--- config.mk ---
export PLATFORM = sky130hd
export DESIGN_NAME = srcc_top
export DESIGN_NICKNAME = d
export VERILOG_FILES = /design/src/srcc_pkg.sv /design/src/srcc_clkdiv.sv /design/src/srcc_top.sv
export SDC_FILE = /design/constraint.sdc
export NUM_CORES = 1
export LEC_CHECK = 0
export ABC_CLOCK_PERIOD_IN_PS = 2450
export BUFFER_PORTS_ARGS = -buffer_cell sky130_fd_sc_hd__buf_4
export CAP_MARGIN = 20
export CORE_ASPECT_RATIO = 1.75
export CORE_UTILIZATION = 52
export DETAILED_ROUTE_END_ITERATION = 8
export GPL_TIMING_DRIVEN = 0
export PLACE_DENSITY = 0.83
export RECOVER_POWER = 50
export SLEW_MARGIN = 30
export SYNTH_ARGS = -nofsm -noshare
export SYNTH_HDL_FRONTEND = slang
export SYNTH_SLANG_ARGS = --single-unit
export TNS_END_PERCENT = 10
--- constraint.sdc ---
create_clock -name clk_sys -period 2.45 [get_ports clk_sys]
set_input_delay 0.1225 -clock clk_sys [delete_from_list [all_inputs] [get_ports clk_sys]]
set_output_delay 0.1225 -clock clk_sys [all_outputs]
set_load 0.02 [all_outputs]
--- src/srcc_pkg.sv ---
package srcc_pkg;
  localparam int unsigned CLK_HZ = 50000000;
  localparam int unsigned SK_HZ = 1000000;
  localparam int unsigned SK_HALF_CYC = CLK_HZ / (2 * SK_HZ);
  localparam logic [15:0] CMD_RESET = 16'h4000;
  localparam int unsigned ADDR_LSB = 0;
  localparam int unsigned ADDR_MSB = 5;
  localparam int unsigned SUB_LSB = 6;
  localparam int unsigned OPC_LSB = 8;
  localparam int unsigned STYLE_BIT = 12;
  localparam int unsigned TYPE_BIT = 13;
  localparam int unsigned ONE_BIT = 14;
  localparam int unsigned BUSY_BIT = 15;
  localparam logic [1:0] OPC_SUB = 2'h0;
  localparam logic [1:0] OPC_STORE = 2'h1;
  localparam logic [1:0] OPC_FETCH = 2'h2;
  localparam logic [1:0] SUB_FILL = 2'h1;
  localparam logic [1:0] SUB_CLEAR = 2'h2;
  localparam logic [1:0] SUB_UNLOCK = 2'h3;
  localparam logic [1:0] ROM_READ = 2'h2;
  localparam logic [1:0] ROM_WRITE = 2'h1;
  localparam logic [1:0] ROM_ERASE = 2'h3;
  localparam logic [1:0] ROM_EXT = 2'h0;
  localparam logic [5:0] EXT_LOCK = 6'h00;
  localparam logic [5:0] EXT_FILL = 6'h10;
  localparam logic [5:0] EXT_CLEAR = 6'h20;
  localparam logic [5:0] EXT_UNLOCK = 6'h30;
  localparam logic [5:0] SPECIAL_ADDR_XOR = 6'h3F;
  localparam logic [5:0] FRAME_BITS = 6'h09;
  localparam logic [5:0] DATA_BITS = 6'h10;
  localparam logic [15:0] BUSY_LIMIT = 16'hFFFF;
  typedef enum logic [2:0] {
    ST_IDLE = 3'b000,
    ST_SEND = 3'b001,
    ST_DATA = 3'b010,
    ST_WAIT = 3'b011,
    ST_GAP = 3'b100
  } srcc_state_type;
  typedef struct packed {
    logic cs;
    logic sk;
    logic di;
  } srcc_pins_type;
  typedef struct packed {
    logic [1:0] op;
    logic [5:0] addr;
    logic with_data;
    logic read;
    logic relock;
  } srcc_frame_type;
endpackage

--- src/srcc_clkdiv.sv ---
`timescale 1ns/1ps
`default_nettype none
module srcc_clkdiv import srcc_pkg::*; (
  input wire logic clk_sys,
  input wire logic rst_n,
  input wire logic run,
  output logic tick
);
  logic [7:0] cnt_q;
  logic wrap;
  assign wrap = (cnt_q == 8'(SK_HALF_CYC - 1));
  assign tick = run & wrap;
  always_ff @(posedge clk_sys or negedge rst_n) begin
    if (!rst_n) begin
      cnt_q <= 8'h00;
    end else if (!run || wrap) begin
      cnt_q <= 8'h00;
    end else begin
      cnt_q <= cnt_q + 8'h01;
    end
  end
endmodule
`default_nettype wire

--- src/srcc_top.sv ---
`timescale 1ns/1ps
`default_nettype none
//Contract
//- Word index bits 5:0 select target word
//- Sub-command decoded only when opcode zero
//- Sub-command ignored for nonzero opcode
//- Opcode 01 store, 10 fetch
//- Auto lock after every modifying command
//- Style bit picks normal or special address
//- Bit 13 reports attached ROM type
//- Busy bit high whole execution
//- Data register holds fetched or store word
module srcc_top import srcc_pkg::*; (
  input wire logic clk_sys,
  input wire logic rst_n,
  input wire logic cmd_wr,
  input wire logic [15:0] cmd_wdata,
  output logic [15:0] cmd_rdata,
  input wire logic buf_wr,
  input wire logic [15:0] buf_wdata,
  output logic [15:0] buf_rdata,
  input wire logic attached_rom_type,
  output logic rom_cs,
  output logic rom_sk,
  output logic rom_di,
  input wire logic rom_do
);
  logic rs1_q, rs2_q;
  always_ff @(posedge clk_sys or negedge rst_n) begin
    if (!rst_n) begin
      rs1_q <= 1'b0;
      rs2_q <= 1'b0;
    end else begin
      rs1_q <= 1'b1;
      rs2_q <= rs1_q;
    end
  end
  wire rst_i = rs2_q;

  srcc_state_type st_q, st_d;
  logic [5:0] idx_q;
  logic [1:0] sub_q, opc_q;
  logic style_q;
  logic [15:0] buf_q;
  logic [15:0] sh_q;
  logic [5:0] cnt_q;
  logic phase_q;
  logic [15:0] wait_q;
  srcc_frame_type fr_q;
  srcc_pins_type pins_q;
  logic busy;
  logic tick;

  function automatic srcc_frame_type decode(input logic [1:0] opc, input logic [1:0] sub,
                                            input logic [5:0] a, input logic style);
    srcc_frame_type f;
    logic [5:0] wa;
    f = '0;
    wa = style ? a : (a ^ SPECIAL_ADDR_XOR);
    unique case (opc)
      OPC_STORE: begin
        f.op = ROM_WRITE;
        f.addr = wa;
        f.with_data = 1'b1;
        f.relock = 1'b1;
      end
      OPC_FETCH: begin
        f.op = ROM_READ;
        f.addr = wa;
        f.read = 1'b1;
      end
      OPC_SUB: begin
        f.op = ROM_EXT;
        unique case (sub)
          SUB_FILL: begin
            f.addr = EXT_FILL;
            f.with_data = 1'b1;
            f.relock = 1'b1;
          end
          SUB_CLEAR: begin
            f.addr = EXT_CLEAR;
            f.relock = 1'b1;
          end
          SUB_UNLOCK: f.addr = EXT_UNLOCK;
          default: f.addr = EXT_LOCK;
        endcase
      end
      default: begin
        f.op = ROM_ERASE;
        f.addr = wa;
        f.relock = 1'b1;
      end
    endcase
    return f;
  endfunction

  wire start = cmd_wr & ~busy;
  wire srcc_frame_type new_fr = decode(cmd_wdata[OPC_LSB+1:OPC_LSB],
      cmd_wdata[SUB_LSB+1:SUB_LSB], cmd_wdata[ADDR_MSB:ADDR_LSB], cmd_wdata[STYLE_BIT]);
  wire srcc_frame_type lock_fr = '{op: ROM_EXT, addr: EXT_LOCK, with_data: 1'b0,
      read: 1'b0, relock: 1'b0};
  wire bit_done = tick & phase_q;
  wire last_bit = (cnt_q == 6'h01);

  srcc_clkdiv u_div (
    .clk_sys(clk_sys),
    .rst_n(rst_i),
    .run(st_q == ST_SEND || st_q == ST_DATA),
    .tick(tick)
  );

  assign busy = (st_q != ST_IDLE);
  assign cmd_rdata = {busy, 1'b1, attached_rom_type, style_q, 2'h0, opc_q, sub_q, idx_q};
  assign buf_rdata = buf_q;
  assign rom_cs = pins_q.cs;
  assign rom_sk = pins_q.sk;
  assign rom_di = pins_q.di;

  always_comb begin
    st_d = st_q;
    unique case (st_q)
      ST_IDLE: if (start) st_d = ST_SEND;
      ST_SEND: if (bit_done && last_bit) begin
        // Self-timed erase holds busy until ready as well
        if (fr_q.with_data || fr_q.read) st_d = ST_DATA;
        else st_d = fr_q.relock ? ST_WAIT : ST_GAP;
      end
      ST_DATA: if (bit_done && last_bit) st_d = fr_q.with_data ? ST_WAIT : ST_GAP;
      ST_WAIT: if (rom_do || wait_q == BUSY_LIMIT) st_d = ST_GAP;
      ST_GAP: st_d = fr_q.relock ? ST_SEND : ST_IDLE;
      default: st_d = ST_IDLE;
    endcase
  end

  always_ff @(posedge clk_sys or negedge rst_i) begin
    if (!rst_i) begin
      st_q <= ST_IDLE;
      idx_q <= CMD_RESET[ADDR_MSB:ADDR_LSB];
      sub_q <= CMD_RESET[SUB_LSB+1:SUB_LSB];
      opc_q <= CMD_RESET[OPC_LSB+1:OPC_LSB];
      style_q <= CMD_RESET[STYLE_BIT];
      buf_q <= 16'h0000;
      sh_q <= 16'h0000;
      cnt_q <= 6'h00;
      phase_q <= 1'b0;
      wait_q <= 16'h0000;
      fr_q <= '0;
      pins_q <= '0;
    end else begin
      st_q <= st_d;
      if (buf_wr && !busy) buf_q <= buf_wdata;
      if (tick) phase_q <= ~phase_q;
      unique case (st_q)
        ST_IDLE: begin
          pins_q <= '0;
          if (start) begin
            idx_q <= cmd_wdata[ADDR_MSB:ADDR_LSB];
            sub_q <= cmd_wdata[SUB_LSB+1:SUB_LSB];
            opc_q <= cmd_wdata[OPC_LSB+1:OPC_LSB];
            style_q <= cmd_wdata[STYLE_BIT];
            fr_q <= new_fr;
            cnt_q <= FRAME_BITS;
            phase_q <= 1'b0;
            pins_q <= '{cs: 1'b1, sk: 1'b0, di: 1'b1};
            sh_q <= {new_fr.op, new_fr.addr, 8'h00};
          end
        end
        ST_SEND, ST_DATA: begin
          // Select dropped in the gap, raised again with the start bit
          if (st_q == ST_SEND && !pins_q.cs) begin
            pins_q.cs <= 1'b1;
            pins_q.di <= 1'b1;
          end
          if (tick && !phase_q) begin
            pins_q.sk <= 1'b1;
            if (fr_q.read && st_q == ST_DATA) sh_q <= {sh_q[14:0], rom_do};
          end
          if (bit_done) begin
            pins_q.sk <= 1'b0;
            cnt_q <= cnt_q - 6'h01;
            if (!(fr_q.read && st_q == ST_DATA)) begin
              pins_q.di <= sh_q[15];
              sh_q <= {sh_q[14:0], 1'b0};
            end
            if (last_bit) begin
              cnt_q <= DATA_BITS;
              if (fr_q.with_data) begin
                sh_q <= {buf_q[14:0], 1'b0};
                pins_q.di <= buf_q[15];
              end
              if (st_q == ST_DATA || !(fr_q.with_data || fr_q.read)) begin
                pins_q.cs <= fr_q.relock;
                pins_q.di <= 1'b0;
                wait_q <= 16'h0000;
              end
            end
          end
        end
        ST_WAIT: begin
          wait_q <= wait_q + 16'h0001;
          pins_q.di <= 1'b0;
        end
        ST_GAP: begin
          pins_q <= '0;
          if (fr_q.read) buf_q <= sh_q;
          if (fr_q.relock) begin
            fr_q <= lock_fr;
            cnt_q <= FRAME_BITS;
            phase_q <= 1'b0;
            sh_q <= {lock_fr.op, lock_fr.addr, 8'h00};
          end
        end
        default: pins_q <= '0;
      endcase
    end
  end

  property p_busy_on_start;
    @(posedge clk_sys) disable iff (!rst_i) start |=> busy;
  endproperty
  a_busy_on_start: assert property (p_busy_on_start) else $error("busy not set");
  property p_relock;
    @(posedge clk_sys) disable iff (!rst_i)
      (st_q == ST_GAP && fr_q.relock) |=> (fr_q.addr == EXT_LOCK && st_q == ST_SEND);
  endproperty
  a_relock: assert property (p_relock) else $error("no automatic lock");
  property p_sub_ignored;
    @(posedge clk_sys) disable iff (!rst_i)
      (start && cmd_wdata[OPC_LSB+1:OPC_LSB] == OPC_FETCH) |=> fr_q.op == ROM_READ;
  endproperty
  a_sub_ignored: assert property (p_sub_ignored) else $error("fetch misdecoded");
  property p_idx;
    @(posedge clk_sys) disable iff (!rst_i)
      start |=> idx_q == $past(cmd_wdata[ADDR_MSB:ADDR_LSB]);
  endproperty
  a_idx: assert property (p_idx) else $error("word index lost");
  property p_style;
    @(posedge clk_sys) disable iff (!rst_i)
      (start && cmd_wdata[STYLE_BIT] && cmd_wdata[OPC_LSB+1:OPC_LSB] == OPC_STORE)
      |=> fr_q.addr == $past(cmd_wdata[ADDR_MSB:ADDR_LSB]);
  endproperty
  a_style: assert property (p_style) else $error("normal address altered");
  property p_unlock;
    @(posedge clk_sys) disable iff (!rst_i)
      (start && cmd_wdata[9:6] == 4'h3) |=> (fr_q.addr == EXT_UNLOCK && !fr_q.relock);
  endproperty
  a_unlock: assert property (p_unlock) else $error("unlock misdecoded");
  property p_type;
    @(posedge clk_sys) disable iff (!rst_i) cmd_rdata[TYPE_BIT] == attached_rom_type;
  endproperty
  a_type: assert property (p_type) else $error("type bit wrong");
  property p_cs;
    @(posedge clk_sys) disable iff (!rst_i) rom_cs |-> busy;
  endproperty
  a_cs: assert property (p_cs) else $error("select without busy");
  property p_gap_cs;
    @(posedge clk_sys) disable iff (!rst_i) st_q == ST_GAP |=> !rom_cs;
  endproperty
  a_gap_cs: assert property (p_gap_cs) else $error("select held between frames");
  property p_bit14;
    @(posedge clk_sys) disable iff (!rst_i) cmd_rdata[ONE_BIT] && cmd_rdata[BUSY_BIT] == busy;
  endproperty
  a_bit14: assert property (p_bit14) else $error("status bits wrong");
  c_fetch: cover property (@(posedge clk_sys) disable iff (!rst_i)
      st_q == ST_GAP && fr_q.read);
  c_store: cover property (@(posedge clk_sys) disable iff (!rst_i)
      st_q == ST_WAIT ##1 st_q == ST_GAP);
  c_unlock: cover property (@(posedge clk_sys) disable iff (!rst_i)
      start && cmd_wdata[9:6] == 4'h3);
endmodule
`default_nettype wire

Yosys cells after proc, flatten, opt, wreduce, memory -nomap -nowiden
Cells that the tools add are included.
{"block": "classes", "n_addsub": 3, "mul": 0, "div_mod_pow": 0, "n_lt_le_gt_ge": 0, "n_eq_ne": 21, "shift": 0, "muxes": 59, "bitwise": 7, "n_reduce_logical": 31}
{"operator": "2-to-1 mux 16 bit", "n": 14}
{"operator": "one-hot mux 16 bit (3 select lines)", "n": 1}
{"operator": "one-hot mux 6 bit (3 select lines)", "n": 2}
{"operator": "2-to-1 mux 3 bit", "n": 11}
{"operator": "one-hot mux 16 bit (2 select lines)", "n": 1}
{"operator": "2-to-1 mux 6 bit", "n": 5}
{"operator": "one-hot mux 8 bit (3 select lines)", "n": 1}
{"operator": "adder 16 x 1 -> 16 bit, second input constant", "n": 1}
{"operator": "equality test 16 bit, second input constant", "n": 1}
{"operator": "2-to-1 mux 1 bit", "n": 16}
{"operator": "one-hot mux 3 bit (5 select lines)", "n": 1}
{"operator": "inequality test 2 bit, second input constant", "n": 6}
{"operator": "AND reduction 4 bit", "n": 3}
{"operator": "adder 8 x 1 -> 8 bit, second input constant", "n": 1}
{"operator": "equality test 8 x 5 -> 1 bit, second input constant", "n": 1}
{"operator": "2-to-1 mux 8 bit", "n": 1}
{"operator": "one-hot mux 1 bit (2 select lines)", "n": 4}
{"operator": "equality test 2 bit, second input constant", "n": 3}
{"operator": "equality test 3 x 2 -> 1 bit, second input constant", "n": 2}
{"operator": "equality test 6 x 1 -> 1 bit, second input constant", "n": 1}
{"operator": "inverter 6 bit", "n": 1}
{"operator": "one-hot mux 2 bit (3 select lines)", "n": 1}
{"operator": "one-hot mux 3 bit (2 select lines)", "n": 1}
{"operator": "AND reduction 2 bit", "n": 3}
{"operator": "other kinds (17)", "n": 39}
{"block": "word_totals", "ff_bits": 85, "latchBits": 0, "ramBits": 0, "romBits": 0, "out_inout_bits": 35, "elab_cells": 140, "n_memories": 0}

Logic depth before layout (Yosys ltp)
Gate-level depths: netlist of run 1.
{"block": "logic_depth", "word_depth": 10, "depth_mapped": 13, "mapped_depth_nobuf": 10}

Hierarchy
Synthesis of run 1 repeated with hierarchy kept, for this count alone.
{"block": "hier_totals", "cells_unflattened": 531, "hier_area_um2": 4847.1}
{"module": "srcc_top", "n_inst": 1, "cells_each": 491, "area_per_inst_um2": 4436.8, "seq_area_each_um2": 1926.8}
{"module": "srcc_clkdiv", "n_inst": 1, "cells_each": 40, "area_per_inst_um2": 410.4, "seq_area_each_um2": 200.2}

Worst setup path before layout of run 1
OpenSTA, ideal clock, no wires.
{"block": "synth_timing", "path_type": "register -> register", "from": "register st_q[1]", "to": "register cnt_q[3]", "arrival_ps": 2480, "required_time_ps": 2316, "slack_ps": -164, "stages_incl_launch_ff": 14, "path_buffers": 4, "synth_period_minus_slack_ps": 2614, "path_cell_list": "dfrtp_1 -> buf_6 -> nand2b_1 -> a21o_1 -> clkbuf_1 -> nor2_1 -> ha_1 -> buf_2 -> inv_1 -> o22a_1 -> o32a_1 -> buf_2 -> o41ai_1 -> o21ai_1"}
{"block": "synth_via", "elab_chain_cells": 6, "word_cells_on_any_way": 17, "cone_classes": "6 x eq/ne; 1 x mux; 4 x bitwise; 6 x reduce/logical"}
{"element": "start, declared", "line": "srcc_top.sv:40", "text": "srcc_state_type st_q, st_d;"}
{"element": "start signal, assigned", "line": "srcc_top.sv:150", "text": "st_q <= st_d;"}
{"element": "equality test 3 x 1 -> 1 bit / equality test 3 x 2 -> 1 bit (equally long branches)", "line": "srcc_top.sv:108, srcc_top.sv:153"}
{"element": "logical OR 1 bit", "line": "srcc_top.sv:108", "text": ".run(st_q == ST_SEND || st_q == ST_DATA),"}
{"element": "bitwise AND 1 bit", "line": "srcc_clkdiv.sv:12", "text": "assign tick = run & wrap;"}
{"element": "bitwise AND 1 bit", "line": "srcc_top.sv:102", "text": "wire bit_done = tick & phase_q;"}
{"element": "inequality test 2 bit (no line)"}
{"element": "AND reduction 4 bit (no line)"}
{"element": "end signal, assigned", "line": "srcc_top.sv:180", "text": "cnt_q <= cnt_q - 6'h01;"}
{"element": "end, declared", "line": "srcc_top.sv:46", "text": "logic [5:0] cnt_q;"}
Several ways; a longest one is shown, not always the timed one.
A chain may end at the register's enable or synchronous reset.

Worst setup path after layout of run 1
{"block": "layout_timing", "from": "register st_q[1]", "to": "register buf_q[13] (netlist: buf_rdata[13])"}
{"block": "layout_via", "elab_chain_cells": 6, "word_cells_on_any_way": 7, "cone_classes": "1 x eq/ne; 3 x mux; 3 x reduce/logical"}
{"element": "nonzero test 3 bit", "line": "srcc_top.sv:112", "text": "assign busy = (st_q != ST_IDLE);"}
{"element": "zero test 1 bit", "line": "srcc_top.sv:151", "text": "if (buf_wr && !busy) buf_q <= buf_wdata;"}
{"element": "logical AND 1 bit", "line": "srcc_top.sv:151"}
{"element": "2-to-1 mux 16 bit", "line": "srcc_top.sv:151"}
{"element": "2-to-1 mux 16 bit", "line": "srcc_top.sv:205", "text": "if (fr_q.read) buf_q <= sh_q;"}
{"element": "2-to-1 mux 16 bit *", "line": "srcc_top.sv:153", "text": "unique case (st_q)"}
{"element": "end signal, assigned", "line": "srcc_top.sv:151"}
{"element": "end signal, assigned", "line": "srcc_top.sv:205"}
{"element": "end, declared", "line": "srcc_top.sv:44", "text": "logic [15:0] buf_q;"}
Every way passes the cells marked *; elsewhere a longest branch is shown, timed or not.

==> Flow_metrics.wiki, run 1 <==
{| class="wikitable"
! Metric !! Value
|-
| Count of final hold-check violations || 0
|-
| Run status || finished clean
|-
| Sequential cell area fraction in the yosys report || 0.441
|-
| Number of nets in the layout || 673
|-
| Number of warnings printed during yosys synthesis || 0
|-
| Global-route wire length before repair || 21.1 mm
|-
| Number of pins exceeding their max-slew limit in the final report || 0
|-
| Endpoint type of the worst setup path || flop
|-
| Setup-violating endpoint count in the final report || 0
|-
| Number of filler cells placed in the layout || 741
|-
| CTS root buffer || sky130_fd_sc_hd__clkbuf_16
|-
| Maximum number of pins on one net before global-route repair || 51
|-
| Amount of wire on met3 after detailed routing || 791 um
|-
| Final instance count without filler cells || 748
|-
| Worst-case clock skew || 0.00743 ns
|-
| Number of flops mapped to enable cells by yosys || 0
|-
| Ports || 73
|-
| Share of cells above drive strength 1 || 0.186
|-
| Vias in the first global route || 4553
|-
| Maximum buffer depth of the clock tree || 2
|-
| Number of nets with antenna violations after detailed routing || 0
|-
| Final core utilization || 0.663
|-
| Uppermost signal routing layer after detailed routing || met4
|-
| Crit path DAT || 2.66 ns
|-
| Worst Hold Depth || 3
|-
| Die Height || 129 um
|-
| Area taken by multi-input logic gates || 2530 sq um
|-
| Netlist area before placement || 4820 sq um
|-
| Area growth from synthesis to final layout || 24.3%
|-
| Most frequent cell after synthesis || sky130_fd_sc_hd__dfrtp_1
|-
| Remaining routing DRC violations || 0
|-
| Final weighted congestion in routability-driven placement || 0.940
|-
| Post-Route WL || 13.4 mm
|-
| Max Clock Freq || 0.408 GHz
|-
| X dimension of the die || 74.8 um
|-
| Storage cell area || 2130 sq um
|-
| Cell accounting for the most synthesized area || sky130_fd_sc_hd__dfrtp_1
|-
| Slew at the pin with the worst max-slew slack || 1.07 ns
|-
| Data required time at the worst endpoint || 2.66 ns
|-
| Die Area || 9670 sq um
|-
| Primary flip-flop cell chosen by synthesis mapping || sky130_fd_sc_hd__dfrtp_1
|-
| Top post-synthesis cells by area || sky130_fd_sc_hd__dfrtp_1, sky130_fd_sc_hd__o21ai_0, sky130_fd_sc_hd__nand2_1
|-
| Average routed wire per standard cell || 17.9 um
|-
| Starting utilization of the core area || 0.533
|-
| Smallest hold slack || 0.00655 ns
|-
| Worst-case vdd ir drop || 0.623 mV
|-
| Ranking of synthesized cells by instance count || sky130_fd_sc_hd__dfrtp_1, sky130_fd_sc_hd__nand2_1, sky130_fd_sc_hd__o21ai_0
|-
| Count of cell types in the netlist || 68
|-
| Leakage power || 2.58 nW
|-
| TritonCTS sink count || 85
|-
| Core region area || 9040 sq um
|-
| Post-route minimum period || 2.45 ns
|-
| Total via count after detailed routing || 4578
|-
| Number of cells produced by synthesis || 533
|-
| Slack of the worst reg-to-reg path || 0.0004 ns
|-
| DR WL met2 || 7.24 mm
|-
| Post-synthesis sequential element count || 85
|-
| CTS buffer count || 9
|-
| Clock transition at the register clock pins on the worst setup and hold paths after CTS || 0.06 ns
|-
| Average cell area after synthesis || 9.04 sq um
|-
| Routed vias/inst || 6.12
|-
| CTS tree || yes
|-
| Async SR Flop Fraction || 1.00
|-
| First-pass DRT Iterations || 6
|-
| Total instance count after detailed placement || 718
|-
| Gr ovfl total || 0
|-
| Pwr Density || 1150 nW/um^2
|-
| Class of the most critical hold timing path || in2reg
|-
| First DRT Iteration DRCs || 476
|-
| ANT cells || 0
|-
| Count of port buffers added during placement || 62
|-
| Final HPWL from detailed placement || 9.09 mm
|-
| Global Route Usage Sum || 0.287
|-
| Critical path startpoint category || flop
|-
| Critical path start-end classification || reg2reg
|-
| Clock network latency to the later pin of the worst-skew pair || 0.35 ns
|-
| Maximum fanout encountered on the critical timing path || 10
|-
| Share of Yosys cell area claimed by the top area cell type || 0.441
|-
| Portion of the clock cycle consumed by the worst path in the final layout || 1.00
|-
| Headroom to the max-slew limit || 0.284
|-
| H-Tree Depth || 3
|-
| Max-cap violations || 0
|-
| M1 wire length || 4.74 mm
|-
| Row count || 46
|-
| Initial antenna violation count || 0
|-
| Worst reg2reg path depth || 8
|}
## cells in the final DEF (no fill, tap or decap), types with 6 or more instances in the layout
cell,n
sky130_fd_sc_hd__a21oi_1,22
sky130_fd_sc_hd__a222oi_1,6
sky130_fd_sc_hd__and3_1,6
sky130_fd_sc_hd__buf_2,9
sky130_fd_sc_hd__buf_4,49
sky130_fd_sc_hd__buf_6,6
sky130_fd_sc_hd__clkbuf_1,40
sky130_fd_sc_hd__clkbuf_16,9
sky130_fd_sc_hd__dfrtp_1,84
sky130_fd_sc_hd__dlygate4sd3_1,6
sky130_fd_sc_hd__ha_1,9
sky130_fd_sc_hd__inv_1,26
sky130_fd_sc_hd__mux2i_1,20
sky130_fd_sc_hd__nand2_1,69
sky130_fd_sc_hd__nand2b_1,6
sky130_fd_sc_hd__nand3_1,12
sky130_fd_sc_hd__nand4_1,6
sky130_fd_sc_hd__nor2_1,53
sky130_fd_sc_hd__nor3_1,12
sky130_fd_sc_hd__o21ai_0,51
sky130_fd_sc_hd__o21ai_1,6
sky130_fd_sc_hd__o31ai_1,6
sky130_fd_sc_hd__xor2_1,7
## power by group
group          total [mW]  leakage (nW)  internal, mW  switching [mW]
registers            2.22          1.10          1.82           0.399
clock network        1.55         0.154         0.989           0.557
logic                3.13          1.33          1.20            1.93
total                6.90          2.58          4.01            2.89
## area by class of cell
class | instances | area share
buffer | 34 | 0.0376
timing repair buffer | 80 | 0.0857
tap | 120 | 0.0251
sequential | 85 | 0.355
multi-input combinational | 388 | 0.423
clock buffer | 9 | 0.0376
inverter | 26 | 0.0163
clock inverter | 6 | 0.0188
## routing by layer
layer  up-vias  track usage
li1       2069            -
met1      2243        0.306
met2       216        0.505
met3        50       0.0482
met4         0        0.189
met5         -            0
## metrics by stage
step | total power, mW | TNS [ns] | area, sq um | worst slack (ns)
2_1_floorplan | 4.18 | -0.0475 | 4840 | -0.0475
3_3_place_gp | 5.06 | -9.91 | 5450 | -0.380
3_5_place_dp | 5.18 | -12.20 | 5470 | -0.470
4_1_cts | 6.96 | -0.0125 | 6050 | -0.0125
5_1_grt | 7.26 | -1.30 | 5990 | -0.0783
6_report | 6.90 | 0 | 5990 | 0.000373
## path summary, 6_finish.rpt
path                                          start                      end
min in group asynchronous                     rst_n          rs1_q$_DFF_PN0_
max in group asynchronous           rs2_q$_DFF_PN0_     cnt_q[1]$_DFFE_PN0P_
worst max register to register  st_q[1]$_DFFE_PN0P_  buf_rdata[13]$_DFF_PN0_
worst min-delay path                   cmd_wdata[1]     idx_q[1]$_DFFE_PN0P_
worst max-delay path            st_q[1]$_DFFE_PN0P_  buf_rdata[13]$_DFF_PN0_
worst min register to register      rs1_q$_DFF_PN0_          rs2_q$_DFF_PN0_
## flip-flops by register name, indices dropped and copies added, names as in the netlist, 2 cells and up
name,cells
fr_q,3
u_div.cnt_q,8
idx_q,6
st_q,3
sub_q,2
sh_q,16
wait_q,16
cnt_q,6
buf_rdata,16
opc_q,2
## worst max-delay path, stage by stage (launching register included)
cell and delay (ns):
sky130_fd_sc_hd__dfrtp_1 0.40, sky130_fd_sc_hd__buf_6 0.14, sky130_fd_sc_hd__buf_4 0.13, sky130_fd_sc_hd__nor3_1 0.69, sky130_fd_sc_hd__and2_1 0.26, sky130_fd_sc_hd__buf_6 0.15
sky130_fd_sc_hd__buf_6 0.18, sky130_fd_sc_hd__mux2i_1 0.24, sky130_fd_sc_hd__o21ai_0 0.12
## repair_timing
action                     4_1_cts  5_1_grt
resized for setup               21       21
setup endpoints to repair       42       35
hold endpoints to repair         7        0
buffers inserted                11        1
hold buffers                     6        0
pin swaps                        5        8
## kinds of logic after synthesis
logic type | count (synthesis) | synth area share
simple gates | 199 | 0.204
compound gates | 140 | 0.193
flops | 85 | 0.441
buf+inv | 62 | 0.0636
mux | 22 | 0.0462
xor+xnor | 12 | 0.0218
fa+ha+maj | 11 | 0.0286
other cells | 2 | 0.00156
(Power assumes the default switching activity.)
==> run 2: changes to the inputs <==
--- a/config.mk
+++ b/config.mk
@@ -9,6 +9,7 @@
 export BUFFER_PORTS_ARGS = -buffer_cell sky130_fd_sc_hd__buf_4
 export CAP_MARGIN = 20
 export CORE_ASPECT_RATIO = 1.75
+export CORE_MARGIN = 2
 export CORE_UTILIZATION = 52
 export DETAILED_ROUTE_END_ITERATION = 8
 export GPL_TIMING_DRIVEN = 0
==> Flow_metrics.wiki, run 2 (synthesized netlist as in run 1, its figures left out) <==
{| class="wikitable"
! Metric !! Value
|-
| Average routed wire per standard cell || 18.0 um (was 17.9 um)
|-
| Final weighted congestion in routability-driven placement || 0.908 (was 0.940)
|-
| Endpoint of the worst register-to-register path || rom_di$_DFF_PN0_ (was buf_rdata[13]$_DFF_PN0_)
|-
| Headroom to the max-slew limit || 0.118 (was 0.284)
|-
| Class of the most critical hold timing path || in2reg (unchanged)
|-
| Aggregate negative setup slack || -0.0533 ns (was 0 ns)
|-
| Clock network latency to the later pin of the worst-skew pair || 0.35 ns (about the same)
|-
| CTS buffer count || 9 (unchanged)
|-
| Ports || 73 (unchanged)
|-
| Max-cap violations || 0 (unchanged)
|-
| Smallest hold slack || -0.00254 ns (was 0.00655 ns)
|-
| Number of nets in the layout || 681 (was 673)
|-
| Die Area || 10100 sq um (was 9670 sq um)
|-
| Share of cells above drive strength 1 || 0.223 (was 0.186)
|-
| Post-Route WL || 13.6 mm (was 13.4 mm)
|-
| Clock transition at the register clock pins on the worst setup and hold paths after CTS || 0.07 ns (was 0.06 ns)
|-
| Number of nets with antenna violations after detailed routing || 0 (unchanged)
|-
| Post-route minimum period || 2.50 ns (was 2.45 ns)
|-
| Data required time at the worst endpoint || 2.71 ns (was 2.66 ns)
|-
| Initial antenna violation count || 0 (unchanged)
|-
| Die Height || 131 um (was 129 um)
|-
| Run status || finished with violations (was finished clean)
|-
| Pwr Density || 1150 nW/um^2 (about the same)
|-
| TritonCTS sink count || 85 (unchanged)
|-
| Maximum fanout encountered on the critical timing path || 8 (was 10)
|-
| Hold path startpoint || cmd_wdata[2] (was cmd_wdata[1])
|-
| Critical path startpoint category || flop (unchanged)
|-
| Switch share || 0.413 (was 0.419)
|-
| First-pass DRT Iterations || 5 (was 6)
|-
| Maximum buffer depth of the clock tree || 2 (unchanged)
|-
| Unrepaired setup endpoints after global routing || true
|-
| Worst setup slack after layout || -0.0533 ns (was 0.000373 ns)
|-
| Count of final hold-check violations || 1 (was 0)
|-
| Pwr Total || 7.07 mW (was 6.90 mW)
|-
| X dimension of the die || 76.8 um (was 74.8 um)
|-
| Slack of the worst reg-to-reg path || -0.05 ns (was 0.0004 ns)
|-
| Bufs and invs on worst path || 3 (was 4)
|-
| Portion of the clock cycle consumed by the worst path in the final layout || 1.02 (was 1.00)
|-
| Setup-violating endpoint count in the final report || 1 (was 0)
|-
| Starting utilization of the core area || 0.533 (unchanged)
|-
| Reg2Reg Launch Point || u_div.cnt_q[2]$_DFF_PN0_ (was st_q[1]$_DFFE_PN0P_)
|-
| Final HPWL from detailed placement || 8.98 mm (was 9.09 mm)
|-
| Row count || 46 (unchanged)
|-
| Placed inst area || 5480 sq um (was 5470 sq um)
|-
| ANT cells || 0 (unchanged)
|-
| Count of port buffers added during placement || 62 (unchanged)
|-
| Worst-case hold path end point || idx_q[2]$_DFFE_PN0P_ (was idx_q[1]$_DFFE_PN0P_)
|-
| Sequential share of power || 0.314 (was 0.322)
|-
| Area of all placed cells without fillers || 6120 sq um (was 5990 sq um)
|-
| H-Tree Depth || 3 (unchanged)
|-
| Vias in the first global route || 4574 (was 4553)
|-
| CTS root buffer || sky130_fd_sc_hd__clkbuf_16 (unchanged)
|-
| Crit path DAT || 2.76 ns (was 2.66 ns)
|-
| Clk pwr share || 0.216 (was 0.224)
|-
| CTS tree || yes (unchanged)
|-
| Number of pins exceeding their max-slew limit in the final report || 0 (unchanged)
|-
| First DRT Iteration DRCs || 413 (was 476)
|-
| Portion of total power attributed to combinational logic || 0.470 (was 0.454)
|-
| Area growth from synthesis to final layout || 27.0% (was 24.3%)
|-
| Most used cells in the layout excluding fill and tap cells || sky130_fd_sc_hd__dfrtp_1, sky130_fd_sc_hd__buf_4, sky130_fd_sc_hd__nand2_1, sky130_fd_sc_hd__nor2_1, sky130_fd_sc_hd__o21ai_0 (was sky130_fd_sc_hd__dfrtp_1, sky130_fd_sc_hd__nand2_1, sky130_fd_sc_hd__nor2_1, sky130_fd_sc_hd__o21ai_0, sky130_fd_sc_hd__buf_4)
|-
| Int Power || 4.15 mW (was 4.01 mW)
|-
| Max Clock Freq || 0.399 GHz (was 0.408 GHz)
|-
| Core region area || 9040 sq um (unchanged)
|-
| Sw power || 2.92 mW (was 2.89 mW)
|-
| Worst-case vdd ir drop || 0.608 mV (was 0.623 mV)
|-
| Peak per-stage delay on the critical path || 0.44 ns (was 0.69 ns)
|-
| Critical path start-end classification || reg2reg (unchanged)
|-
| Remaining routing DRC violations || 0 (unchanged)
|-
| Global-route wire length before repair || 21.9 mm (was 21.1 mm)
|-
| CP Cell Sequence || nor3_1, nand3_2, nor2_4, ha_4, buf_8, nand4_1, buf_6, buf_4, a41oi_2, nor3_1, a211oi_1 (was buf_6, buf_4, nor3_1, and2_1, buf_6, buf_6, mux2i_1, o21ai_0)
|-
| Routed vias/inst || 6.02 (was 6.12)
|-
| Depth of the critical timing path with buffers and inverters included || 11 (was 8)
|-
| Gr ovfl total || 0 (unchanged)
|-
| Commonest non-fill, non-tap cell in the layout || sky130_fd_sc_hd__dfrtp_1 (unchanged)
|-
| Violations in the final reports || negative hold slack, negative setup slack
|-
| Total via count after detailed routing || 4556 (was 4578)
|-
| Slew at the pin with the worst max-slew slack || 1.32 ns (was 1.07 ns)
|-
| Maximum number of pins on one net before global-route repair || 51 (unchanged)
|-
| Worst reg2reg path depth || 11 (was 8)
|-
| Most used cell along the critical path || sky130_fd_sc_hd__nor3_1 (was sky130_fd_sc_hd__buf_6)
|-
| Endpoint type of the worst setup path || flop (unchanged)
|-
| Worst Hold Depth || 3 (unchanged)
|-
| CP top delay family || simple AND/OR/NAND/NOR gates (unchanged)
|-
| Slowest library cell on the worst path || sky130_fd_sc_hd__dfrtp_1 (was sky130_fd_sc_hd__nor3_1)
|-
| Leakage power || 2.69 nW (was 2.58 nW)
|-
| Global Route Usage Sum || 0.270 (was 0.287)
|-
| Worst-case clock skew || 0.0112 ns (was 0.00743 ns)
|}
[run 2: changes by cell type in the layout (fill, tap and decap cells not counted), moves of 2 or more]
cell                         change
sky130_fd_sc_hd__o21ai_0         -3
sky130_fd_sc_hd__clkinv_4        +2
sky130_fd_sc_hd__buf_2           -2
sky130_fd_sc_hd__clkbuf_1       -15
sky130_fd_sc_hd__o21ai_1         +2
sky130_fd_sc_hd__clkinvlp_4      -3
sky130_fd_sc_hd__buf_4          +24
sky130_fd_sc_hd__clkbuf_8        +2
[run 2: worst max-delay path by stage]
stage | start | to | slack, ns
finish | u_div.cnt_q[2]$_DFF_PN0_ | rom_di$_DFF_PN0_ | -0.05
global route | u_div.cnt_q[3]$_DFF_PN0_ | rom_di$_DFF_PN0_ | -0.14
CTS | st_q[0]$_DFFE_PN0P_ | sh_q[1]$_DFFE_PN0P_ | 0.001
detailed placement | st_q[1]$_DFFE_PN0P_ | cnt_q[2]$_DFFE_PN0P_ | -0.46
global placement | st_q[1]$_DFFE_PN0P_ | sh_q[7]$_DFFE_PN0P_ | -0.38
floorplan | st_q[1]$_DFFE_PN0P_ | cnt_q[3]$_DFFE_PN0P_ | -0.05
[run 2: per-layer routing]
metal | track usage | wire length [um] | up-vias
met1 | 0.300 | 5040 | 2217
met3 | 0.0515 | 660 | 52
li1 | - | - | 2090
met4 | 0.156 | 595 | 0
met5 | 0 | 0 | -
met2 | 0.474 | 7310 | 197
[run 2: what timing repair did]
action / 4_1_cts / 5_1_grt
resized for setup: 30 / 18
cloned: 1 / 0
endpoints found under the hold margin: 6 / 0
buffers inserted: 14 / 5
setup endpoints to repair: 42 / 39
hold buffers: 5 / 0
pin swaps: 7 / 8
[run 2: worst register-to-register path: stages, from the launching register on]
cell                       delay, ns
sky130_fd_sc_hd__dfrtp_1        0.44
sky130_fd_sc_hd__nor3_1         0.28
sky130_fd_sc_hd__nand3_2        0.17
sky130_fd_sc_hd__nor2_4         0.18
sky130_fd_sc_hd__ha_4           0.18
sky130_fd_sc_hd__buf_8          0.13
sky130_fd_sc_hd__nand4_1        0.14
sky130_fd_sc_hd__buf_6          0.18
sky130_fd_sc_hd__buf_4          0.14
sky130_fd_sc_hd__a41oi_2        0.21
sky130_fd_sc_hd__nor3_1         0.10
sky130_fd_sc_hd__a211oi_1       0.25
[run 2: power groups by stage]
| stage | registers, mW | clock network [mW] | logic, mW |
|---|---|---|---|
| 5_1_grt | 2.27 | 1.60 | 3.55 |
| 3_5_place_dp | 2.22 | 0 | 2.96 |
| 2_1_floorplan | 2.42 | 0 | 1.76 |
| 4_1_cts | 2.21 | 1.53 | 3.24 |
| 6_report | 2.22 | 1.52 | 3.32 |
| 3_3_place_gp | 2.21 | 0 | 2.84 |
[run 2: layout make-up]
cell class,instances,area (sq um)
Fill cell,689,2920
Sequential cell,85,2130
Buffer,34,228
Tap cell,120,150
Multi-Input combinational cell,389,2560
Inverter,26,97.6
Clock inverter,5,82.6
Clock buffer,11,253
Timing Repair Buffer,87,622
[run 2: metrics by stage]
stage	utilization	setup WS [ns]	std cells
floorplan	-	-0.0475	535
global placement	0.603	-0.378	717
detailed placement	0.607	-0.464	718
CTS	0.675	0.00104	753
global route	0.677	-0.143	757
finish	0.677	-0.0533	757
